File: src/stc_params.svh
// constants for the serial transmit/receive control slice
`ifndef STC_PARAMS_SVH
`define STC_PARAMS_SVH

// ****************************************
// register word indices, byte address is four times the index
// ****************************************
`define STC_IDX_CONTROL       3'h3
`define STC_IDX_EVT_STATUS    3'h4
`define STC_IDX_EVT_CLEAR     3'h5
`define STC_IDX_EVT_ENABLE    3'h6

// ****************************************
// control register bit positions
// ****************************************
`define STC_BIT_TX_EMPTY_IRQ  7
`define STC_BIT_TX_FIN_IRQ    6
`define STC_BIT_RX_FULL_IRQ   5
`define STC_BIT_QUIET_IRQ     4
`define STC_BIT_TX_ON         3
`define STC_BIT_RX_ON         2
`define STC_BIT_RX_SLEEP      1
`define STC_BIT_SEND_BREAK    0

// ****************************************
// event status bit positions
// ****************************************
`define STC_EVT_WAKE          0
`define STC_EVT_BREAK_DONE    1
`define STC_EVT_PREAMBLE_DONE 2
`define STC_EVT_COUNT         3

// ****************************************
// reset values
// ****************************************
`define STC_CONTROL_RESET     8'h00
`define STC_EVT_RESET         3'h0
`define STC_RDATA_RESET       32'h0000_0000

// ****************************************
// character lengths in bit times
// ****************************************
`define STC_IDLE_BITS_NORM    4'd10
`define STC_IDLE_BITS_EXT     4'd11
`define STC_BREAK_BITS_NORM   4'd10
`define STC_BREAK_BITS_EXT    4'd11
`define STC_BREAK_BITS_LNORM  4'd13
`define STC_BREAK_BITS_LEXT   4'd14

`endif

File: src/stc_pkg.sv
// types for the serial transmit/receive control slice
package stc_pkg;

   // control register image, bit 7 first
   typedef struct packed {
      logic tx_empty_irq_on;
      logic tx_finished_irq_on;
      logic rx_full_irq_on;
      logic line_quiet_irq_on;
      logic tx_on;
      logic rx_on;
      logic rx_sleep;
      logic send_break_ctl;
   } stc_control_t;

   // flags raised by the status and data path logic, same clock
   typedef struct packed {
      logic tx_holding_empty_flag;
      logic tx_finished_flag;
      logic rx_holding_full_flag;
      logic rx_overrun_flag;
      logic line_quiet_flag;
   } stc_flags_t;

   // line generator states
   typedef enum logic [1:0] {
      STC_GEN_IDLE,
      STC_GEN_PREAMBLE,
      STC_GEN_BREAK
   } stc_gen_t;

   // whole module state
   typedef struct packed {
      stc_control_t ctl;
      logic [2:0]   evt_status;
      logic [2:0]   evt_enable;
      logic         waitreq;
      logic [31:0]  rdata;
      stc_gen_t     gen;
      logic [3:0]   bits_left;
      logic         preamble_pend;
      logic         tx_on_q;
      logic         line;
      logic         line_oe;
      logic         irq;
      logic         tx_hold;
   } stc_state_t;

endpackage

File: src/stc_core.sv
// control register slice of the asynchronous serial block with avalon-mm slave
//
// The Avalon-MM interface to the registers was chosen for this implementation.
`timescale 1ns/100ps
`include "stc_params.svh"

// Behaviour
// with bit 7 set, request interrupt while transmit holding empty flag is set.
// with bit 6 set, request interrupt while transmission finished flag is set.
// with bit 5 set, request interrupt on receive full or overrun flag.
// with bit 4 set, request interrupt while line quiet flag is set.
// bit 3 enables transmitter and gives it control of the serial output pin.
// re-enabling the transmitter sends one idle character before further data.
// bit 2 enables receiver; cleared, receiver accepts no frames.
// bit 1 puts receiver in standby with wakeup; receiver interrupts are inhibited.
// detected wakeup clears bit 1 by hardware, receiver returns to normal.
// setting then clearing bit 0 sends exactly one break character.
// software must clear bit 0 before the first break finishes.
// while bit 0 stays set, whole break characters follow back to back.
// shorter break length for normal frame, longer for extended frame.
// control register always readable and writable, cleared to zero on reset.

module stc_core (
   input  wire logic                  i_clk,
   input  wire logic                  i_srst,
   // avalon-mm slave
   input  wire logic [4:0]            i_avs_address,
   input  wire logic                  i_avs_read,
   input  wire logic                  i_avs_write,
   input  wire logic [3:0]            i_avs_byteenable,
   input  wire logic [31:0]           i_avs_writedata,
   output logic      [31:0]           o_avs_readdata,
   output logic                       o_avs_waitrequest,
   // from the status flag and format logic
   input  wire stc_pkg::stc_flags_t   i_flags,
   input  wire logic                  i_long_break_sel,
   input  wire logic                  i_long_frame,
   input  wire logic                  i_wakeup_detect,
   input  wire logic                  i_bit_tick,
   input  wire logic                  i_tx_frame_busy,
   input  wire logic                  i_tx_data_bit,
   // to the data path
   output stc_pkg::stc_control_t      o_control,
   output logic                       o_tx_hold,
   output logic                       o_rx_accept,
   // serial output pin
   output logic                       o_serial_out,
   output logic                       o_serial_out_oe,
   // interrupt
   output logic                       o_irq
);
   import stc_pkg::*;

   stc_state_t cur;
   stc_state_t next_cur;

   logic [2:0] word_idx;
   logic       mapped;
   logic       take;
   logic       wr_low;
   logic       rx_irq_ok;
   logic       level_req;
   logic [3:0] brk_len;
   logic [3:0] idle_len;
   logic [2:0] evt_set;

   // ****************************************
   // address decode
   // ****************************************
   assign word_idx = i_avs_address[4:2];
   assign mapped   = (i_avs_address[1:0] == 2'b00) &&
                     ((word_idx == `STC_IDX_CONTROL)    ||
                      (word_idx == `STC_IDX_EVT_STATUS) ||
                      (word_idx == `STC_IDX_EVT_CLEAR)  ||
                      (word_idx == `STC_IDX_EVT_ENABLE));
   // the access completes at the edge where waitrequest is seen low
   assign take     = (i_avs_read || i_avs_write) && !cur.waitreq;
   assign wr_low   = take && i_avs_write && i_avs_byteenable[0] && mapped;

   // ****************************************
   // character lengths
   // ****************************************
   always_comb begin
      if (i_long_break_sel) begin
         brk_len = i_long_frame ? `STC_BREAK_BITS_LEXT : `STC_BREAK_BITS_LNORM;
      end else begin
         brk_len = i_long_frame ? `STC_BREAK_BITS_EXT : `STC_BREAK_BITS_NORM;
      end
      idle_len = i_long_frame ? `STC_IDLE_BITS_EXT : `STC_IDLE_BITS_NORM;
   end

   // ****************************************
   // interrupt request terms
   // ****************************************
   // standby hides every receiver source, not only new ones
   assign rx_irq_ok = !cur.ctl.rx_sleep;
   assign level_req =
      (cur.ctl.tx_empty_irq_on && i_flags.tx_holding_empty_flag) ||
      (cur.ctl.tx_finished_irq_on && i_flags.tx_finished_flag) ||
      (rx_irq_ok && cur.ctl.rx_full_irq_on &&
       (i_flags.rx_holding_full_flag || i_flags.rx_overrun_flag)) ||
      (rx_irq_ok && cur.ctl.line_quiet_irq_on && i_flags.line_quiet_flag);

   // ****************************************
   // next state
   // ****************************************
   always_comb begin
      next_cur = cur;
      evt_set  = 3'h0;

      // bus handshake: one wait cycle, then answer for one cycle
      if ((i_avs_read || i_avs_write) && cur.waitreq) begin
         next_cur.waitreq = 1'b0;
         next_cur.rdata   = `STC_RDATA_RESET;
         if (i_avs_read) begin
            unique case (word_idx)
               `STC_IDX_CONTROL:    next_cur.rdata[7:0] = cur.ctl;
               `STC_IDX_EVT_STATUS: next_cur.rdata[2:0] = cur.evt_status;
               `STC_IDX_EVT_ENABLE: next_cur.rdata[2:0] = cur.evt_enable;
               default:             next_cur.rdata      = `STC_RDATA_RESET;
            endcase
            if (i_avs_address[1:0] != 2'b00) begin
               next_cur.rdata = `STC_RDATA_RESET;
            end
         end
      end else if (!cur.waitreq) begin
         next_cur.waitreq = 1'b1;
      end

      // register writes
      if (wr_low && (word_idx == `STC_IDX_CONTROL)) begin
         next_cur.ctl = stc_control_t'(i_avs_writedata[7:0]);
      end
      if (wr_low && (word_idx == `STC_IDX_EVT_ENABLE)) begin
         next_cur.evt_enable = i_avs_writedata[2:0];
      end
      if (wr_low && (word_idx == `STC_IDX_EVT_CLEAR)) begin
         next_cur.evt_status = cur.evt_status & ~i_avs_writedata[2:0];
      end

      // hardware wakeup clears standby and beats a same-cycle write
      if (i_wakeup_detect && cur.ctl.rx_sleep) begin
         next_cur.ctl.rx_sleep = 1'b0;
         evt_set[`STC_EVT_WAKE] = 1'b1;
      end

      // a rising transmitter enable queues one idle character
      next_cur.tx_on_q = cur.ctl.tx_on;
      if (cur.ctl.tx_on && !cur.tx_on_q) begin
         next_cur.preamble_pend = 1'b1;
      end
      if (!cur.ctl.tx_on) begin
         next_cur.preamble_pend = 1'b0;
      end

      // line generator, advances one bit per tick
      unique case (cur.gen)
         STC_GEN_IDLE: begin
            if (i_bit_tick && cur.ctl.tx_on && !i_tx_frame_busy) begin
               if (cur.preamble_pend) begin
                  next_cur.gen           = STC_GEN_PREAMBLE;
                  next_cur.bits_left     = idle_len;
                  next_cur.preamble_pend = 1'b0;
               end else if (cur.ctl.send_break_ctl) begin
                  next_cur.gen       = STC_GEN_BREAK;
                  next_cur.bits_left = brk_len;
               end
            end
         end
         STC_GEN_PREAMBLE: begin
            if (!cur.ctl.tx_on) begin
               next_cur.gen = STC_GEN_IDLE;
            end else if (i_bit_tick) begin
               next_cur.bits_left = cur.bits_left - 4'd1;
               if (cur.bits_left == 4'd1) begin
                  next_cur.gen = STC_GEN_IDLE;
                  evt_set[`STC_EVT_PREAMBLE_DONE] = 1'b1;
               end
            end
         end
         STC_GEN_BREAK: begin
            // a started break always runs to its full length
            if (i_bit_tick) begin
               next_cur.bits_left = cur.bits_left - 4'd1;
               if (cur.bits_left == 4'd1) begin
                  evt_set[`STC_EVT_BREAK_DONE] = 1'b1;
                  if (cur.ctl.send_break_ctl && cur.ctl.tx_on) begin
                     next_cur.bits_left = brk_len;
                  end else begin
                     next_cur.gen = STC_GEN_IDLE;
                  end
               end
            end
         end
         default: next_cur.gen = STC_GEN_IDLE;
      endcase

      // sticky events, a set beats a clear in the same cycle
      next_cur.evt_status = next_cur.evt_status | evt_set;

      // pin drive, registered
      next_cur.line_oe = cur.ctl.tx_on;
      unique case (next_cur.gen)
         STC_GEN_PREAMBLE: next_cur.line = 1'b1;
         STC_GEN_BREAK:    next_cur.line = 1'b0;
         default:          next_cur.line = cur.ctl.tx_on ? i_tx_data_bit : 1'b1;
      endcase

      // registered so the hold output comes straight from a flip-flop
      next_cur.tx_hold = (next_cur.gen != STC_GEN_IDLE) || next_cur.preamble_pend;
      next_cur.irq = level_req || (|(cur.evt_status & cur.evt_enable));
   end

   // ****************************************
   // state register
   // ****************************************
   always_ff @(posedge i_clk) begin
      if (i_srst) begin
         cur.ctl           <= stc_control_t'(`STC_CONTROL_RESET);
         cur.evt_status    <= `STC_EVT_RESET;
         cur.evt_enable    <= `STC_EVT_RESET;
         cur.waitreq       <= 1'b1;
         cur.rdata         <= `STC_RDATA_RESET;
         cur.gen           <= STC_GEN_IDLE;
         cur.bits_left     <= 4'd0;
         cur.preamble_pend <= 1'b0;
         cur.tx_on_q       <= 1'b0;
         cur.line          <= 1'b1;
         cur.line_oe       <= 1'b0;
         cur.irq           <= 1'b0;
         cur.tx_hold       <= 1'b0;
      end else begin
         cur <= next_cur;
      end
   end

   // ****************************************
   // outputs, all straight from flip-flops
   // ****************************************
   assign o_avs_readdata    = cur.rdata;
   assign o_avs_waitrequest = cur.waitreq;
   assign o_control         = cur.ctl;
   // data path must not start a frame while the generator owns the line
   assign o_tx_hold         = cur.tx_hold;
   assign o_rx_accept       = cur.ctl.rx_on;
   assign o_serial_out      = cur.line;
   assign o_serial_out_oe   = cur.line_oe;
   assign o_irq             = cur.irq;

endmodule // stc_core

File: config.mk
export PLATFORM = sky130hd
export DESIGN_NAME = stc_core
export DESIGN_NICKNAME = d
export VERILOG_FILES = /design/src/stc_pkg.sv /design/src/stc_core.sv
export VERILOG_INCLUDE_DIRS = /design/src
export SDC_FILE = /design/constraint.sdc
export NUM_CORES = 1
export LEC_CHECK = 0
export ABC_AREA = 1
export ABC_CLOCK_PERIOD_IN_PS = 1600
export BUFFER_PORTS_ARGS = -buffer_cell sky130_fd_sc_hd__clkbuf_2
export CAP_MARGIN = 20
export CORE_AREA = 2 2 97 61
export CTS_CLUSTER_SIZE = 16
export DETAILED_ROUTE_END_ITERATION = 12
export DIE_AREA = 0 0 99 63
export PLACE_DENSITY = 0.82
export SLEW_MARGIN = 15
export SYNTH_ARGS = -nofsm -noshare
export SYNTH_HDL_FRONTEND = slang
export SYNTH_SLANG_ARGS = --single-unit
File: constraint.sdc
create_clock -name i_clk -period 1.6 [get_ports i_clk]
set_input_delay 0.48 -clock i_clk [delete_from_list [all_inputs] [get_ports i_clk]]
set_output_delay 0.48 -clock i_clk [all_outputs]
set_load 0.05 [all_outputs]
==> results of run 1 <==
## stage by stage
step / util [%] / hold slack [ns] / TNS (ns) / instances
2_1_floorplan: - / 0.427 / 0 / 342
3_3_place_gp: 46.6 / 0.440 / -0.160 / 443
3_5_place_dp: 46.6 / 0.445 / -0.223 / 443
4_1_cts: 49.6 / 0.444 / 0 / 454
5_1_grt: 52.1 / 0.474 / -0.0880 / 458
6_report: 52.1 / 0.451 / 0 / 458
## sequential cells by signal, indices dropped and copies added, names as in the netlist
name and cells:
o_serial_out 1, o_tx_hold 1, o_rx_accept 1, o_irq 1, o_avs_waitrequest 1, o_avs_readdata 8, o_control 7, cur 13
o_serial_out_oe 1
## power by group
| part | internal, µW | switching [µW] |
|---|---|---|
| sequential | 846 | 2.90 |
| clock | 346 | 311 |
| combinational | 51.5 | 208 |
## synthesized netlist by cell type, types with 2 or more instances
master / instances
inv_1: 33
nor3_1: 3
nor2_1: 27
inv_2: 2
o211ai_1: 2
ha_1: 9
nand3_1: 31
nor2_2: 3
nor2_4: 2
buf_4: 40
a21oi_1: 21
o21ai_2: 2
nand2_1: 76
o21ai_0: 14
nand2_2: 4
o31ai_1: 3
nand2_4: 2
dfxtp_1: 34
## final timing paths
| kind | start | to | slack, ns |
|---|---|---|---|
| worst max-delay path | cur[10] | cur[10] | 0.02 |
| worst min-delay path | i_tx_data_bit | o_serial_out | 0.45 |
| worst max register to register | cur[10] | cur[10] | 0.02 |
| worst min register to register | o_avs_readdata[6] | o_avs_readdata[6] | 0.46 |
## worst max-delay path: stages, from the launching register on
cell and delay [ns]:
dfxtp_4 0.37, inv_4 0.07, ha_4 0.14, inv_4 0.05, nor2_4 0.11, inv_2 0.05
nand2_4 0.07, nand3_2 0.08, nand2_2 0.10, nand2_4 0.06, buf_4 0.13, buf_4 0.12
buf_4 0.12, nor2_2 0.06
## cells by family (layout without fill, tap and decap cells)
kind of cell	count (synthesis)	count (layout)	synth area share [%]
adders and majority gates	9	9	5.16
xor gates and xnor gates	1	1	0.401
AOI/OAI and AO/OA	44	44	11.2
other	1	24	0.172
buffers and inverters	78	125	20.7
and+or+nand+nor	152	152	31.2
DFF	34	34	31.2
## metal layers
metal / vias up / part of all wire (%)
met5: - / 0
met4: 0 / 1.4
met3: 11 / 7.1
met2: 80 / 44
met1: 1012 / 48
li1: 1085 / -
## area by class of cell
class                   count  area, µm²
multi-input cells         230       1290
fillers                   489       2580
well taps                  69       86.3
inverters                  35        139
repair buffers             82        503
flip-flops and latches     34        692
clock buffers               6       82.6
clock inverters             2       12.5
## layout by cell type (no fill, tap or decap), types with 2 or more instances in the layout
master	instances
nand2_1	69
clkbuf_2	50
buf_4	31
dfxtp_1	29
inv_1	28
nand3_1	27
nor2_1	24
conb_1	24
a21oi_1	16
o21ai_0	12
nand2_2	8
a21oi_2	6
clkbuf_8	6
nand2_4	5
nand3_2	4
nor2_4	4
inv_2	4
nor2_2	4
ha_1	4
ha_4	4
inv_4	3
o31ai_1	3
nor3_1	3
dfxtp_2	3
o211ai_1	2
o21ai_2	2
o21ai_1	2
dfxtp_4	2
## what timing repair did
| item | in CTS | in global routing |
|---|---|---|
| setup buffers | 3 | 4 |
| pin swaps | 4 | 12 |
| gates cloned | 0 | 0 |
| hold buffers | 0 | 0 |
| setup endpoints to repair | 1 | 1 |
| resized for setup | 15 | 26 |
==> results.sh, run 1 <==
export IMPL_io_buffers=50
export IMPL_ys_ff_latch=34
export IMPL_start_kind="flop"
export IMPL_finalHoldViolCount=0
export IMPL_setup_viol=0
export IMPL_worstPathMaxFanout=3
export IMPL_fp_dieH_um=63
export IMPL_post_dp_hpwl_um=4180
export IMPL_root_buffer="clkbuf_8"
export IMPL_start_util_pct=40.5
export IMPL_yosys_area_top_type_share_pct=31.2
export IMPL_cts_tree="built"
export IMPL_synthFlopType="dfxtp_1"
export IMPL_yosysTopAreaCell="dfxtp_1"
export IMPL_synth_async_reset_ratio_pct=0
export IMPL_synth_edff_count=0
export IMPL_fp_dieArea_mm2=0.00624
export IMPL_crit_arrival_ns=1.80
export IMPL_h_tree_depth=2
export IMPL_cts_made_buffers=5
export IMPL_met1_usage_pct=24.4
export IMPL_dr_pass1_iters=5
export IMPL_viasPerCell=4.78
export IMPL_coreArea_mm2=0.00539
export IMPL_pre_cts_ws_ns=-0.204
export IMPL_syn_to_final_growth_pct=28.5
export IMPL_fin_area_mm2=0.00281
export IMPL_dpl_instance_area_mm2=0.00251
export IMPL_first_iter_violations=169
export IMPL_busiest_layer="met2"
export IMPL_gr_usage_met2_pct=26.9
export IMPL_required_ns=1.81
export IMPL_grt_ovfl_total=0
export IMPL_ys_warn_count=0
export IMPL_antenna_cells=0
export IMPL_antenna_found_initial=0
export IMPL_reg2reg_depth=13
export IMPL_groute_usage_overall_pct=17.6
export IMPL_die_width_um=99
export IMPL_rsz0062_at_grt="true"
export IMPL_clock_sinks=34
export IMPL_finalMaxSlewViolations=0
export IMPL_core_rowCount=21
export IMPL_syn_area_mm2=0.00218
export IMPL_fin_crit_sh_pct=99.0
export IMPL_yosys_top_cells_area="dfxtp_1, buf_4, nand2_1, nand3_1, inv_1"
export IMPL_ys_seq_area_share_pct=31.2
export IMPL_fmax_mhz=631
export IMPL_cts_buffer_depth=2
export IMPL_setup_ws_ns=0.0162
export IMPL_path_class="flop to flop"
export IMPL_period_needed_ns=1.58
export IMPL_path_clk_slew_ns=0.07
export IMPL_use_met3_pct=4.92
export IMPL_vias=2188
export IMPL_globalplace_congestion=0.820
export IMPL_routed_wl_um=5620
export IMPL_hp_class="primary input to flop"
export IMPL_power_uw=1770
export IMPL_grt_max_degree=16
export IMPL_grt_pass1_vias=1993
export IMPL_layout_drive_gt1_share_pct=36.5
export IMPL_ant_nets=0
export IMPL_final_nets=453
export IMPL_ir_drop_uv=389
export IMPL_syn_inst=319
export IMPL_grt_pass1_wl_um=8890
export IMPL_status="finished clean"
export IMPL_ys_types=29
export IMPL_min_path_cells=3
export IMPL_io_pins=102
export IMPL_worstSkewPairLatency_ns=0.28
export IMPL_end_kind="flop"
export IMPL_worst_clock_skew_ns=0.00822
export IMPL_power_density_mw_per_mm2=629
export IMPL_wl_per_cell_um=12.3
export IMPL_leakage_uw=0.00135
export IMPL_route_detailed_drc=0
export IMPL_max_cap_viol_count=0
export IMPL_syn_area_per_cell_um2=6.84
Power figures use the tool's default switching activity.
==> inputs of run 2 (changes only) <==
- ABC_CLOCK_PERIOD_IN_PS: 1600 -> 1500
- CORE_AREA: 2 2 97 61 -> 2 2 91 58
- DIE_AREA: 0 0 99 63 -> 0 0 93 60
- PLACE_DENSITY: 0.82 -> 0.87
- SETUP_SLACK_MARGIN: unset -> 0.02
- clock period: 1.6 -> 1.5 ns (I/O delays scaled with it)
==> results.sh, run 2 (same netlist as run 1, synthesis figures left out) <==
export IMPL_groute_usage_overall_pct=21.4
export IMPL_root_buffer="clkbuf_8"
export IMPL_min_path_cells=3
export IMPL_io_pins=102
export IMPL_cpLargestDelayFamily="simple AND/OR/NAND/NOR gates"
export IMPL_h_tree_depth=2
export IMPL_use_met3_pct=5.04
export IMPL_leakage_uw=0.00139
export IMPL_core_rowCount=20
export IMPL_required_ns=1.69
export IMPL_end_kind="flop"
export IMPL_post_dp_hpwl_um=4120
export IMPL_seq_power_share_pct=47.4
export IMPL_final_nets=461
export IMPL_routed_wl_um=5840
export IMPL_io_buffers=50
export IMPL_start_util_pct=45.4
export IMPL_max_flop_register="cur"
export IMPL_ir_drop_uv=428
export IMPL_pre_cts_ws_ns=-0.171
export IMPL_path_class="flop to flop"
export IMPL_first_iter_violations=155
export IMPL_worst_clock_skew_ns=0.00930
export IMPL_power_switching_uw=577
export IMPL_route_detailed_drc=0
export IMPL_fin_crit_sh_pct=109
export IMPL_power_share_switching_pct=30.2
export IMPL_die_width_um=93
export IMPL_finalMaxSlewViolations=0
export IMPL_violations="negative setup slack"
export IMPL_layout_drive_gt1_share_pct=38.0
export IMPL_min_to="cur[48]"
export IMPL_cts_tree="built"
export IMPL_viasPerCell=4.84
export IMPL_cp_num_buf_inv=3
export IMPL_hold_start="i_wakeup_detect"
export IMPL_rrSetupSlack_ns=-0.13
export IMPL_reg2reg_depth=12
export IMPL_clock_sinks=34
export IMPL_worstSkewPairLatency_ns=0.30
export IMPL_crit_arrival_ns=1.82
export IMPL_hp_class="primary input to flop"
export IMPL_dr_pass1_iters=5
export IMPL_finalHoldViolCount=0
export IMPL_gr_usage_met2_pct=35.6
export IMPL_worstReg2RegStart="cur[10]"
export IMPL_busiest_layer="met2"
export IMPL_power_uw=1910
export IMPL_combPwrFrac_pct=14.8
export IMPL_clockPowerShare_pct=37.8
export IMPL_antenna_found_initial=0
export IMPL_grt_ovfl_total=0
export IMPL_slowest_delay_ns=0.37
export IMPL_mostFrequentLayoutCells="nand2_1, clkbuf_2, buf_4"
export IMPL_grt_max_degree=16
export IMPL_power_density_mw_per_mm2=658
export IMPL_syn_to_final_growth_pct=33.1
export IMPL_nFillCells=407
export IMPL_coreArea_mm2=0.00480
export IMPL_p_int_uw=1330
export IMPL_rsz0062_at_grt="true"
export IMPL_grt_pass1_wl_um=9220
export IMPL_fp_dieH_um=60
export IMPL_setup_ws_ns=-0.134
export IMPL_status="complete, but fails checks"
export IMPL_period_needed_ns=1.63
export IMPL_cp_cell_sequence="inv_4 -> ha_4 -> inv_4 -> nor2_4 -> inv_2 -> nand2_4 -> nand3_2 -> nand2_2 -> nand2_4 -> ha_4 -> a21oi_2 -> o21ai_1"
export IMPL_final_common_cell="nand2_1"
export IMPL_vias=2243
export IMPL_ant_nets=0
export IMPL_r2r_end="o_serial_out"
export IMPL_tns_ns=-0.134
export IMPL_worstPathMaxFanout=4
export IMPL_antenna_cells=0
export IMPL_setup_viol=1
export IMPL_fmax_mhz=612
export IMPL_fp_dieArea_mm2=0.00558
export IMPL_path_clk_slew_ns=0.08
export IMPL_start_kind="flop"
export IMPL_hold_slack_ns=0.396
export IMPL_wl_per_cell_um=12.6
export IMPL_cts_made_buffers=5
export IMPL_cts_buffer_depth=2
export IMPL_globalplace_congestion=0.886
export IMPL_finish_utilization_pct=60.5
export IMPL_grt_pass1_vias=2053
export IMPL_max_cap_viol_count=0
export IMPL_met1_usage_pct=27.2
export IMPL_slowest_stage="dfxtp_4"
export IMPL_largest_register_ffs=13
-- run 2: changes by cell type in the layout (fill, tap and decap cells not counted), moves of 2 or more --
cell	delta
clkbuf_2	-4
buf_6	+4
clkbuf_16	+2
a21oi_2	-2
nand2_2	+2
a21oi_1	+2
buf_4	+5
-- run 2: cell type report --
class / instances / area [µm²] / area share, %
tap: 66 / 82.6 / 2.84
inverter: 35 / 139 / 4.78
clock buffer: 7 / 86.3 / 2.97
sequential: 34 / 692 / 23.8
timing repair buffer: 90 / 608 / 20.9
multi-input combinational: 230 / 1290 / 44.5
clock inverter: 1 / 5.00 / 0.172
-- run 2: worst reg2reg max path, stage by stage, from the launching register on --
cell	delay, ns
dfxtp_4	0.37
inv_4	0.07
ha_4	0.14
inv_4	0.04
nor2_4	0.09
inv_2	0.05
nand2_4	0.07
nand3_2	0.10
nand2_2	0.10
nand2_4	0.07
ha_4	0.24
a21oi_2	0.10
o21ai_1	0.07
-- run 2: how the worst max path moves through the flow --
stage                           from            to  slack, ns  depth (start not counted)
after floorplan              cur[10]  o_serial_out      -0.01                         12
after global placement    i_bit_tick  o_serial_out      -0.14                         11
after detailed placement  i_bit_tick  o_serial_out      -0.17                          9
after CTS                    cur[10]  o_serial_out      -0.11                         12
after global routing         cur[10]  o_serial_out      -0.23                         12
final                        cur[10]  o_serial_out      -0.13                         12
-- run 2: repair_timing --
action	in CTS	in global routing
hold buffers	0	0
setup buffers	6	5
pin swaps	2	9
setup endpoints to repair	5	10
resized for setup	15	25
-- run 2: layer usage --
layer	vias to the layer above	routed length, µm
met4	0	121
met5	-	0
met2	96	2700
met3	13	456
met1	1027	2560
li1	1107	-
-- run 2: through the flow --
stage                     instance area [µm²]  instances
after global routing                     2910        463
after floorplan                          2350        342
after global placement                   2580        444
after detailed placement                 2580        444
after CTS                                2780        458
final                                    2910        463
-- run 2: power groups by stage --
stage               combinational [µW]  clock (µW)  sequential, µW
finish                             284         722             905
global route                       301         768             906
CTS                                278         719             907
detailed placement                 275           0             928
global placement                   270           0             928
floorplan                          237           0             936
